### config.mk
export PLATFORM = sky130hd
export DESIGN_NAME = asa_alarm_status_aggregator
export DESIGN_NICKNAME = d
export VERILOG_FILES = /design/src/design/asa_pkg.sv /design/src/design/asa_alarm_status_aggregator.sv
export SDC_FILE = /design/constraint.sdc
export NUM_CORES = 1
export LEC_CHECK = 0
export BUFFER_PORTS_ARGS = -buffer_cell sky130_fd_sc_hd__buf_4
export CAP_MARGIN = 0
export CORE_MARGIN = 1.5
export CORE_UTILIZATION = 53
export DETAILED_ROUTE_END_ITERATION = 8
export GPL_TIMING_DRIVEN = 1
export PLACE_DENSITY = 0.92
export SLEW_MARGIN = 20
export SYNTH_ARGS = -nofsm -noshare
export SYNTH_HDL_FRONTEND = slang
export SYNTH_SLANG_ARGS = --single-unit
### constraint.sdc
create_clock -name clk -period 3.05 [get_ports clk]
set_input_delay 0.4575 -clock clk [delete_from_list [all_inputs] [get_ports clk]]
set_output_delay 0.4575 -clock clk [all_outputs]
set_load 0.005 [all_outputs]
### src/design/asa_pkg.sv
/*
 Package for the alarm status aggregator: register offsets, field
 positions and reset values.
 Assumes a 32-bit AXI4-Lite register bus, one aligned word per register.
*/
package asa_pkg;
   // Printed offsets are not all multiples of four: kept as indices
   localparam logic [11:0] ASA_IDX_SUMMARY  = 12'h02c0;
   localparam logic [11:0] ASA_IDX_STATUS   = 12'h02c1;
   localparam logic [11:0] ASA_IDX_MASK     = 12'h02c2;
   localparam logic [11:0] ASA_IDX_LANE     = 12'h02c4;
   localparam logic [11:0] ASA_IDX_CTRL     = 12'h02c8;
   localparam logic [11:0] ASA_IDX_IRQ_STAT = 12'h02c9;
   localparam logic [11:0] ASA_IDX_IRQ_EN   = 12'h02ca;
   localparam logic [11:0] ASA_IDX_IRQ_CLR  = 12'h02cb;
   localparam int          ASA_ADDR_W       = 14;

   localparam int ASA_BIT_FIFO  = 5;
   localparam int ASA_BIT_SPLL  = 4;
   localparam int ASA_BIT_LINK  = 3;
   localparam int ASA_BIT_REALN = 2;
   localparam int ASA_BIT_RSVD1 = 1;
   localparam int ASA_BIT_CLK   = 0;

   localparam int ASA_CTRL_LINK_EN = 0;
   localparam int ASA_CTRL_ENC64   = 1;
   localparam int ASA_CTRL_PINSEL  = 2;

   localparam int ASA_IRQ_SUMMARY_RISE = 0;
   localparam int ASA_IRQ_FLAG_SET     = 1;

   localparam logic [7:0] ASA_STATUS_RST = 8'h3f;
   localparam logic [7:0] ASA_MASK_RST   = 8'h3f;
   localparam logic [7:0] ASA_LANE_RST   = 8'hff;
   localparam logic [7:0] ASA_FLAG_MASK  = 8'h3f;
   localparam logic [2:0] ASA_CTRL_RST   = 3'h0;

   localparam logic [1:0] ASA_RESP_OKAY   = 2'h0;
   localparam logic [1:0] ASA_RESP_SLVERR = 2'h2;
endpackage

### src/design/asa_alarm_status_aggregator.sv
/*
 Alarm status aggregator: sticky write-1-to-clear alarm flags, mask,
 summary bit, pin routing and an event interrupt, behind AXI4-Lite.
 Assumes alarm condition inputs are synchronous to clk; soft_reset
 is a one-cycle pulse from elsewhere in the device.
*/
// The AXI4-Lite interface to the registers was left to the implementer.
// Notes on behaviour
// RL1: The summary bit is 1 whenever a flag is set and its mask bit is clear, else 0.
// RL2: A control bit routes the summary bit onto the calibration-status pin as an interrupt.
// RL3: Status resets to 0x3F and each flag in bits 5..0 clears when software writes 1 to it.
// RL4: The FIFO flag, bit 5, sets when any active lane FIFO overflows or underflows.
// RL5: The serializer PLL flag, bit 4, sets whenever that PLL is not locked.
// RL6: In 8b/10b modes the link flag, bit 3, sets while the link is enabled and not in data state.
// RL7: In 64b/66b modes the link flag sets at first link startup and on any forced realignment.
// RL8: The realignment flag, bit 2, sets whenever a SYSREF event realigns the internal clocks.
// RL9: The clock flag, bit 0, sets whenever the two channel groups' clock dividers disagree.
// RL10: After power-on or soft reset every alarm flag starts at 1.
// RL11: With the link disabled all flags but the clock flag are undefined; software clears them after enabling.
// RL12: Each alarm has a mask bit, reset set, and a set mask keeps its flag out of the summary.
// RL13: Per-lane FIFO flags clear by writing 1, and writing 1 to the FIFO status flag clears them all.
// RL14: Writing 0 leaves a flag alone, and a condition that persists sets the flag again at once.
`timescale 1ns/1ns
`default_nettype none
module asa_alarm_status_aggregator
   import asa_pkg::*;
#(
   parameter int LANES = 8
) (
   // Clock and reset
   input  wire logic                  clk,
   input  wire logic                  rst_b,
   input  wire logic                  clk_en,
   input  wire logic                  soft_reset,
   // Alarm conditions
   input  wire logic [LANES-1:0]      lane_active,
   input  wire logic [LANES-1:0]      lane_fifo_err,
   input  wire logic                  spll_locked,
   input  wire logic                  link_data_state,
   input  wire logic                  link_realign,
   input  wire logic                  sysref_realign,
   input  wire logic                  divider_mismatch,
   // Pins
   output logic                       cal_status_pin,
   input  wire logic                  cal_done,
   output logic                       serial_link_enable,
   output logic                       irq,
   // AXI4-Lite
   input  wire logic [ASA_ADDR_W-1:0] s_axi_awaddr,
   input  wire logic                  s_axi_awvalid,
   output logic                       s_axi_awready,
   input  wire logic [31:0]           s_axi_wdata,
   input  wire logic [3:0]            s_axi_wstrb,
   input  wire logic                  s_axi_wvalid,
   output logic                       s_axi_wready,
   output logic [1:0]                 s_axi_bresp,
   output logic                       s_axi_bvalid,
   input  wire logic                  s_axi_bready,
   input  wire logic [ASA_ADDR_W-1:0] s_axi_araddr,
   input  wire logic                  s_axi_arvalid,
   output logic                       s_axi_arready,
   output logic [31:0]                s_axi_rdata,
   output logic [1:0]                 s_axi_rresp,
   output logic                       s_axi_rvalid,
   input  wire logic                  s_axi_rready
);

   // Lane registers are one byte wide
   if (LANES < 1 || LANES > 8) begin : g_lanes_check
      $error("LANES must be 1..8");
   end

   function automatic logic [11:0] word_idx(input logic [ASA_ADDR_W-1:0] a);
      word_idx = a[ASA_ADDR_W-1:2];
   endfunction

   function automatic logic idx_known(input logic [11:0] i);
      idx_known = (i == ASA_IDX_SUMMARY) || (i == ASA_IDX_STATUS) || (i == ASA_IDX_MASK) ||
                  (i == ASA_IDX_LANE) || (i == ASA_IDX_CTRL) || (i == ASA_IDX_IRQ_STAT) ||
                  (i == ASA_IDX_IRQ_EN) || (i == ASA_IDX_IRQ_CLR);
   endfunction

   // Write channel capture
   logic                  aw_hold_q;
   logic                  w_hold_q;
   logic [ASA_ADDR_W-1:0] awaddr_q;
   logic [7:0]            wdata_q;
   logic                  wstrb0_q;
   logic                  bvalid_q;
   logic [1:0]            bresp_q;
   logic                  wr_fire;
   logic [11:0]           wr_idx;
   logic [7:0]            wr_ones;

   assign s_axi_awready = !aw_hold_q && !bvalid_q;
   assign s_axi_wready  = !w_hold_q && !bvalid_q;
   assign s_axi_bvalid  = bvalid_q;
   assign s_axi_bresp   = bresp_q;
   assign wr_fire       = clk_en && aw_hold_q && w_hold_q && !bvalid_q;
   assign wr_idx        = word_idx(awaddr_q);
   // Only lane 0 carries the 8-bit register; other lanes ignored
   assign wr_ones       = wstrb0_q ? wdata_q : 8'h00;

   always_ff @(posedge clk or negedge rst_b) begin
      if (!rst_b) begin
         aw_hold_q <= 1'b0;
         awaddr_q  <= '0;
      end else if (clk_en) begin
         if (s_axi_awvalid && s_axi_awready) begin
            aw_hold_q <= 1'b1;
            awaddr_q  <= s_axi_awaddr;
         end else if (wr_fire) begin
            aw_hold_q <= 1'b0;
         end
      end
   end

   always_ff @(posedge clk or negedge rst_b) begin
      if (!rst_b) begin
         w_hold_q <= 1'b0;
         wdata_q  <= 8'h00;
         wstrb0_q <= 1'b0;
      end else if (clk_en) begin
         if (s_axi_wvalid && s_axi_wready) begin
            w_hold_q <= 1'b1;
            wdata_q  <= s_axi_wdata[7:0];
            wstrb0_q <= s_axi_wstrb[0];
         end else if (wr_fire) begin
            w_hold_q <= 1'b0;
         end
      end
   end

   always_ff @(posedge clk or negedge rst_b) begin
      if (!rst_b) begin
         bvalid_q <= 1'b0;
         bresp_q  <= ASA_RESP_OKAY;
      end else if (clk_en) begin
         if (wr_fire) begin
            bvalid_q <= 1'b1;
            bresp_q  <= idx_known(wr_idx) ? ASA_RESP_OKAY : ASA_RESP_SLVERR;
         end else if (s_axi_bready) begin
            bvalid_q <= 1'b0;
         end
      end
   end

   logic wr_status;
   logic wr_mask;
   logic wr_lane;
   logic wr_ctrl;
   logic wr_irq_en;
   logic wr_irq_clr;
   assign wr_status  = wr_fire && (wr_idx == ASA_IDX_STATUS);
   assign wr_mask    = wr_fire && (wr_idx == ASA_IDX_MASK) && wstrb0_q;
   assign wr_lane    = wr_fire && (wr_idx == ASA_IDX_LANE);
   assign wr_ctrl    = wr_fire && (wr_idx == ASA_IDX_CTRL) && wstrb0_q;
   assign wr_irq_en  = wr_fire && (wr_idx == ASA_IDX_IRQ_EN) && wstrb0_q;
   assign wr_irq_clr = wr_fire && (wr_idx == ASA_IDX_IRQ_CLR);

   // Control: link enable, 64b/66b mode, pin select
   logic [2:0] ctrl_q;
   always_ff @(posedge clk or negedge rst_b) begin
      if (!rst_b) begin
         ctrl_q <= ASA_CTRL_RST;
      end else if (clk_en) begin
         if (soft_reset) begin
            ctrl_q <= ASA_CTRL_RST;
         end else if (wr_ctrl) begin
            ctrl_q <= wdata_q[2:0];
         end
      end
   end
   assign serial_link_enable = ctrl_q[ASA_CTRL_LINK_EN];

   // 64b/66b start-up: a rising link enable counts as a realignment
   logic link_en_prev_q;
   always_ff @(posedge clk or negedge rst_b) begin
      if (!rst_b) begin
         link_en_prev_q <= 1'b0;
      end else if (clk_en) begin
         link_en_prev_q <= serial_link_enable;
      end
   end

   // Condition vector in status-bit layout
   logic [7:0] cond;
   logic       link_cond;
   logic [LANES-1:0] lane_err;
   // RL4: active lanes only
   assign lane_err = lane_fifo_err & lane_active;
   always_comb begin
      if (ctrl_q[ASA_CTRL_ENC64]) begin
         // RL7: startup or realignment
         link_cond = serial_link_enable && ((!link_en_prev_q) || link_realign);
      end else begin
         // RL6: enabled but not in data state
         link_cond = serial_link_enable && !link_data_state;
      end
   end
   always_comb begin
      cond                = 8'h00;
      cond[ASA_BIT_FIFO]  = |lane_err;
      // RL5: PLL unlocked
      cond[ASA_BIT_SPLL]  = !spll_locked;
      cond[ASA_BIT_LINK]  = link_cond;
      // RL8: SYSREF realignment
      cond[ASA_BIT_REALN] = sysref_realign;
      // RL9: divider mismatch
      cond[ASA_BIT_CLK]   = divider_mismatch;
   end

   // Status flags; set wins over a clearing write
   logic [7:0] status_q;
   logic [7:0] status_clr;
   // RL3: write-one clears; RL14: zeros ignored
   assign status_clr = wr_status ? (wr_ones & ASA_FLAG_MASK) : 8'h00;
   // RL11: flags undefined while link off; logic keeps running, software clears after enable
   always_ff @(posedge clk or negedge rst_b) begin
      if (!rst_b) begin
         // RL10: all flags start set
         status_q <= ASA_STATUS_RST;
      end else if (clk_en) begin
         if (soft_reset) begin
            status_q <= ASA_STATUS_RST;
         end else begin
            // RL14: persisting condition re-sets
            status_q <= ((status_q & ~status_clr) | cond) & ASA_FLAG_MASK;
         end
      end
   end

   // Per-lane FIFO flags
   logic [LANES-1:0] lane_q;
   logic [LANES-1:0] lane_clr;
   always_comb begin
      lane_clr = '0;
      if (wr_lane) begin
         lane_clr = wr_ones[LANES-1:0];
      end
      // RL13: status FIFO clear wipes all lanes
      if (status_clr[ASA_BIT_FIFO]) begin
         lane_clr = '1;
      end
   end
   always_ff @(posedge clk or negedge rst_b) begin
      if (!rst_b) begin
         lane_q <= ASA_LANE_RST[LANES-1:0];
      end else if (clk_en) begin
         if (soft_reset) begin
            lane_q <= ASA_LANE_RST[LANES-1:0];
         end else begin
            // RL13: per-lane sticky
            lane_q <= (lane_q & ~lane_clr) | lane_err;
         end
      end
   end

   // Mask register, all bits stored as written
   logic [7:0] mask_q;
   always_ff @(posedge clk or negedge rst_b) begin
      if (!rst_b) begin
         mask_q <= ASA_MASK_RST;
      end else if (clk_en) begin
         if (soft_reset) begin
            mask_q <= ASA_MASK_RST;
         end else if (wr_mask) begin
            mask_q <= wdata_q;
         end
      end
   end

   // RL12: masked flags excluded; RL1: summary of unmasked flags
   logic summary;
   assign summary = |(status_q & ~mask_q & ASA_FLAG_MASK);

   // RL2: pin shows summary when selected, else calibration status
   always_ff @(posedge clk or negedge rst_b) begin
      if (!rst_b) begin
         cal_status_pin <= 1'b0;
      end else if (clk_en) begin
         cal_status_pin <= ctrl_q[ASA_CTRL_PINSEL] ? summary : cal_done;
      end
   end

   // Interrupt events: summary rising, any flag newly set
   logic       summary_prev_q;
   logic [1:0] irq_stat_q;
   logic [1:0] irq_en_q;
   logic [1:0] irq_evt;
   logic [1:0] irq_clr;
   assign irq_evt[ASA_IRQ_SUMMARY_RISE] = summary && !summary_prev_q;
   assign irq_evt[ASA_IRQ_FLAG_SET]     = |(cond & ~status_q & ASA_FLAG_MASK);
   assign irq_clr = wr_irq_clr ? wr_ones[1:0] : 2'b00;
   always_ff @(posedge clk or negedge rst_b) begin
      if (!rst_b) begin
         summary_prev_q <= 1'b0;
         irq_stat_q     <= 2'b00;
      end else if (clk_en) begin
         summary_prev_q <= summary;
         irq_stat_q     <= (irq_stat_q & ~irq_clr) | irq_evt;
      end
   end
   always_ff @(posedge clk or negedge rst_b) begin
      if (!rst_b) begin
         irq_en_q <= 2'b00;
      end else if (clk_en && wr_irq_en) begin
         irq_en_q <= wdata_q[1:0];
      end
   end
   assign irq = |(irq_stat_q & irq_en_q);

   // Read channel
   logic        rvalid_q;
   logic [31:0] rdata_q;
   logic [1:0]  rresp_q;
   logic [11:0] rd_idx;
   logic [7:0]  rd_val;
   assign s_axi_arready = !rvalid_q;
   assign s_axi_rvalid  = rvalid_q;
   assign s_axi_rdata   = rdata_q;
   assign s_axi_rresp   = rresp_q;
   assign rd_idx        = word_idx(s_axi_araddr);
   always_comb begin
      rd_val = 8'h00;
      if (rd_idx == ASA_IDX_SUMMARY) begin
         rd_val = {7'h00, summary};
      end else if (rd_idx == ASA_IDX_STATUS) begin
         rd_val = status_q;
      end else if (rd_idx == ASA_IDX_MASK) begin
         rd_val = mask_q;
      end else if (rd_idx == ASA_IDX_LANE) begin
         rd_val[LANES-1:0] = lane_q;
      end else if (rd_idx == ASA_IDX_CTRL) begin
         rd_val = {5'h00, ctrl_q};
      end else if (rd_idx == ASA_IDX_IRQ_STAT) begin
         rd_val = {6'h00, irq_stat_q};
      end else if (rd_idx == ASA_IDX_IRQ_EN) begin
         rd_val = {6'h00, irq_en_q};
      end
   end
   always_ff @(posedge clk or negedge rst_b) begin
      if (!rst_b) begin
         rvalid_q <= 1'b0;
         rdata_q  <= 32'h0000_0000;
         rresp_q  <= ASA_RESP_OKAY;
      end else if (clk_en) begin
         if (s_axi_arvalid && !rvalid_q) begin
            rvalid_q <= 1'b1;
            rdata_q  <= {24'h00_0000, rd_val};
            rresp_q  <= idx_known(rd_idx) ? ASA_RESP_OKAY : ASA_RESP_SLVERR;
         end else if (s_axi_rready) begin
            rvalid_q <= 1'b0;
         end
      end
   end

endmodule
`default_nettype wire

==> impl_results.md <==
- Final hold violations: 0
- Unrepaired setup endpoints after global routing: false
- Die X-Extent: between 80 and 90 um
- Postcts setup bufs: 0
- Setup-failing EPs final: 0
- Status: completed
- Total Negative Setup Slacks: 0 ns
- Core area: around 6800 sq um
- Wire per inst: around 16 um
- Arrival time worst endpoint: around 2.6 ns
- Hold WC Path Type: input port to async pin
- Mapped Avg Cell Area: roughly 9.6 sq um
- RR Startpoint: awaddr_q[10]$_DFFE_PN0P_
- Worst setup path category: flip-flop to flip-flop
- First-pass GRT wire length: ~14000 um
- Post-DP HPWL: roughly 6600 um
- Height of the die: a little under 90 um
- Final Cycle Share: approximately 75%
- TritonCTS Buffers: 9
- Vias in the first global route: 3014
- Clk buf depth: 2
- Reg2reg end: mask_q[2]$_DFFE_PN1P_
- Worst Setup End Kind: flip-flop
- Final #Nets: roughly 550
- Syn-to-layout area delta: 20.1%
- Commonest cells post-synth: 47 x dfrtp_1, 36 x a21oi_1, 31 x nand2_1, 27 x nor2_1
- Slew @ Worst Pin: about 0.82 ns
- Clk_skew: 0.00838 ns
- R2r setup slk: between 0.7 and 0.8 ns
- Residual DRC: 0
- Maximum clock rate: around 0.43 GHz
- Cell Chain, Critical Path: or4b_4 > nor4_4 > nand4_2 > mux2_2 > o22a_1
- Post-Syn Instances: 386
- # diodes: 0
- Post-synthesis sequential area ratio: 45.9%
- Post-Synth Adder-Cell Area: 0%
- DRT iter0 DRCs: 210
- #FFs+latches synth: 67
- Leak: roughly 2.0 nW
- Crit-path slowest cell: or4b_4
- CP delay by family, top: simple AND/OR/NAND/NOR gates
- Pwr dens: roughly 600 nW/um^2
- Top cell type's share of synthesized area: 31.7%
- Clock sinks: 67
- Reg2reg path depth: 5
- RePlAce Congestion: roughly 0.92
- Wirelength, routed: about 9000 um
- CP Launch Type: flip-flop
- H-tree Lvls: 3
- Largest stage delay on the critical path: ~0.55 ns
- Root buffer cell: clkbuf_8
- Final Critical Period: roughly 2.3 ns
- Largest net degree at the start of global routing: 68
- Yosys warning count: 0
- Clock slew at reported path FFs: around 0.070 ns
- Final ANT Viol Nets: 0
- Number of synthesized flops with an enable pin: 0
- Normalized max-slew margin: 45.6%
- Initial antenna violation count: 0
- Crit path max fanout: 8
- Vias: 3183
- Required time of the critical path: around 3.3 ns
- Primary FF master, synth: dfrtp_1
- Total of max-cap violations: 0
- Post-Synth Simple-Gate Area: between 10% and 20%
- Async SR Flop Fraction: 100%
- Largest family of logic cells by synthesized area: compound AO/OA/AOI/OAI gates
- Clk Latency, worst-skew pair: about 0.35 ns
- Hold slack: roughly 0.19 ns
- Peak VDD IR: ~0.46 mV
- TritonRoute pass-1 iters: 5
- Share of cells above drive strength 1: 32.4%
- Synth Area in XOR/XNOR: 0%
- Die area: between 7000 and 8000 sq um
- Mux share of post-synthesis cell area: approximately a tenth
- Max-slew violations: 0
- Row Count: 30
- Post-CTS resize count: 0
- Synth cell types: 50
- CTS tree: yes
- Top Ports: 139
- Initial Utilization: between 50% and 60%
- Synth area leaders: dfrtp_1 32%, dfstp_2 14%, mux2_2 7.9%
- Synth Cell Area: between 3000 and 4000 sq um
- Total track usage: ~25%
- Compound-Gate Fraction of Synth Area: just over 20%
- GRT Residual Overflow: 0
- Crit path buf inv count: 0
- CTS Hold Bufs: 0
- Port Buffers: 81
- Top-count cell post-synth: dfrtp_1
- Leading area contributor after synthesis: dfrtp_1
- Via/cell ratio: roughly 5.7
## cells by family (layout without fill, tap and decap cells)
family,Yosys count,count (layout)
compound gates,118,118
simple gates,103,103
flops,67,67
buf+inv,64,116
mux,33,33
other cells,1,26
## per-layer routing
layer | global-route usage [%] | part of all wire (%)
met3 | 6.29 | 7.6
met4 | 11.6 | 2.7
met1 | 31.9 | 41
met2 | 40.5 | 48
met5 | 0 | 0
## layout by cell type (no fill, tap or decap), types with 7 or more instances in the layout
cell,Yosys,final
mux2i_1,7,7
a21oi_1,36,36
buf_4,26,84
dfstp_2,20,20
dfrtp_1,47,47
mux2_2,26,26
inv_1,15,15
nor2_1,27,27
clkbuf_8,0,11
conb_1,1,26
nand2_1,31,31
o21ai_0,26,26
## sequential cells by signal, summed over array words and instances (netlist names), 2 cells and up
| name | count |
|---|---|
| status_q | 6 |
| ctrl_q | 3 |
| awaddr_q | 12 |
| wdata_q | 8 |
| s_axi_rdata | 8 |
| irq_en_q | 2 |
| lane_q | 8 |
| irq_stat_q | 2 |
| mask_q | 8 |
## stage by stage
step                instances  util [%]  cell area [sq um]  setup WS (ns)  power, mW
floorplan                 411         -               3800          0.954       1.73
global placement          543      62.9               4270          0.722       1.94
detailed placement        543      62.9               4270          0.638       1.99
CTS                       559      65.6               4450          0.759       2.67
global route              559      65.6               4450          0.657       2.80
finish                    559      65.6               4450          0.749       2.66
## power by group
part / internal, mW / switching (mW) / leakage (nW)
clock network: 0.337 / 0.337 / 0.0884
registers: 1.09 / 0.220 / 0.795
logic: 0.343 / 0.336 / 1.14
## cell type report
| type | instances | area, sq um |
|---|---|---|
| Sequential cell | 67 | 1700 |
| Timing Repair Buffer | 84 | 631 |
| Multi-Input combinational cell | 280 | 1760 |
| Inverter | 16 | 60.1 |
| Tap cell | 96 | 120 |
| Clock buffer | 12 | 155 |
| Fill cell | 535 | 2340 |
| Clock inverter | 4 | 25.0 |
## how the worst max path moves through the flow
stage | start | to | slack, ns | cells past startpoint
6_report | awaddr_q[10]$_DFFE_PN0P_ | mask_q[2]$_DFFE_PN1P_ | 0.75 | 5
5_1_grt | awaddr_q[10]$_DFFE_PN0P_ | mask_q[2]$_DFFE_PN1P_ | 0.66 | 5
3_3_place_gp | clk_en | mask_q[5]$_DFFE_PN1P_ | 0.72 | 6
3_5_place_dp | clk_en | mask_q[3]$_DFFE_PN1P_ | 0.64 | 6
4_1_cts | awaddr_q[10]$_DFFE_PN0P_ | mask_q[2]$_DFFE_PN1P_ | 0.76 | 5
2_1_floorplan | clk_en | status_q[1]$_DFFE_PN1P_ | 0.95 | 7
Note: power is estimated with default switching activity, not from simulation.
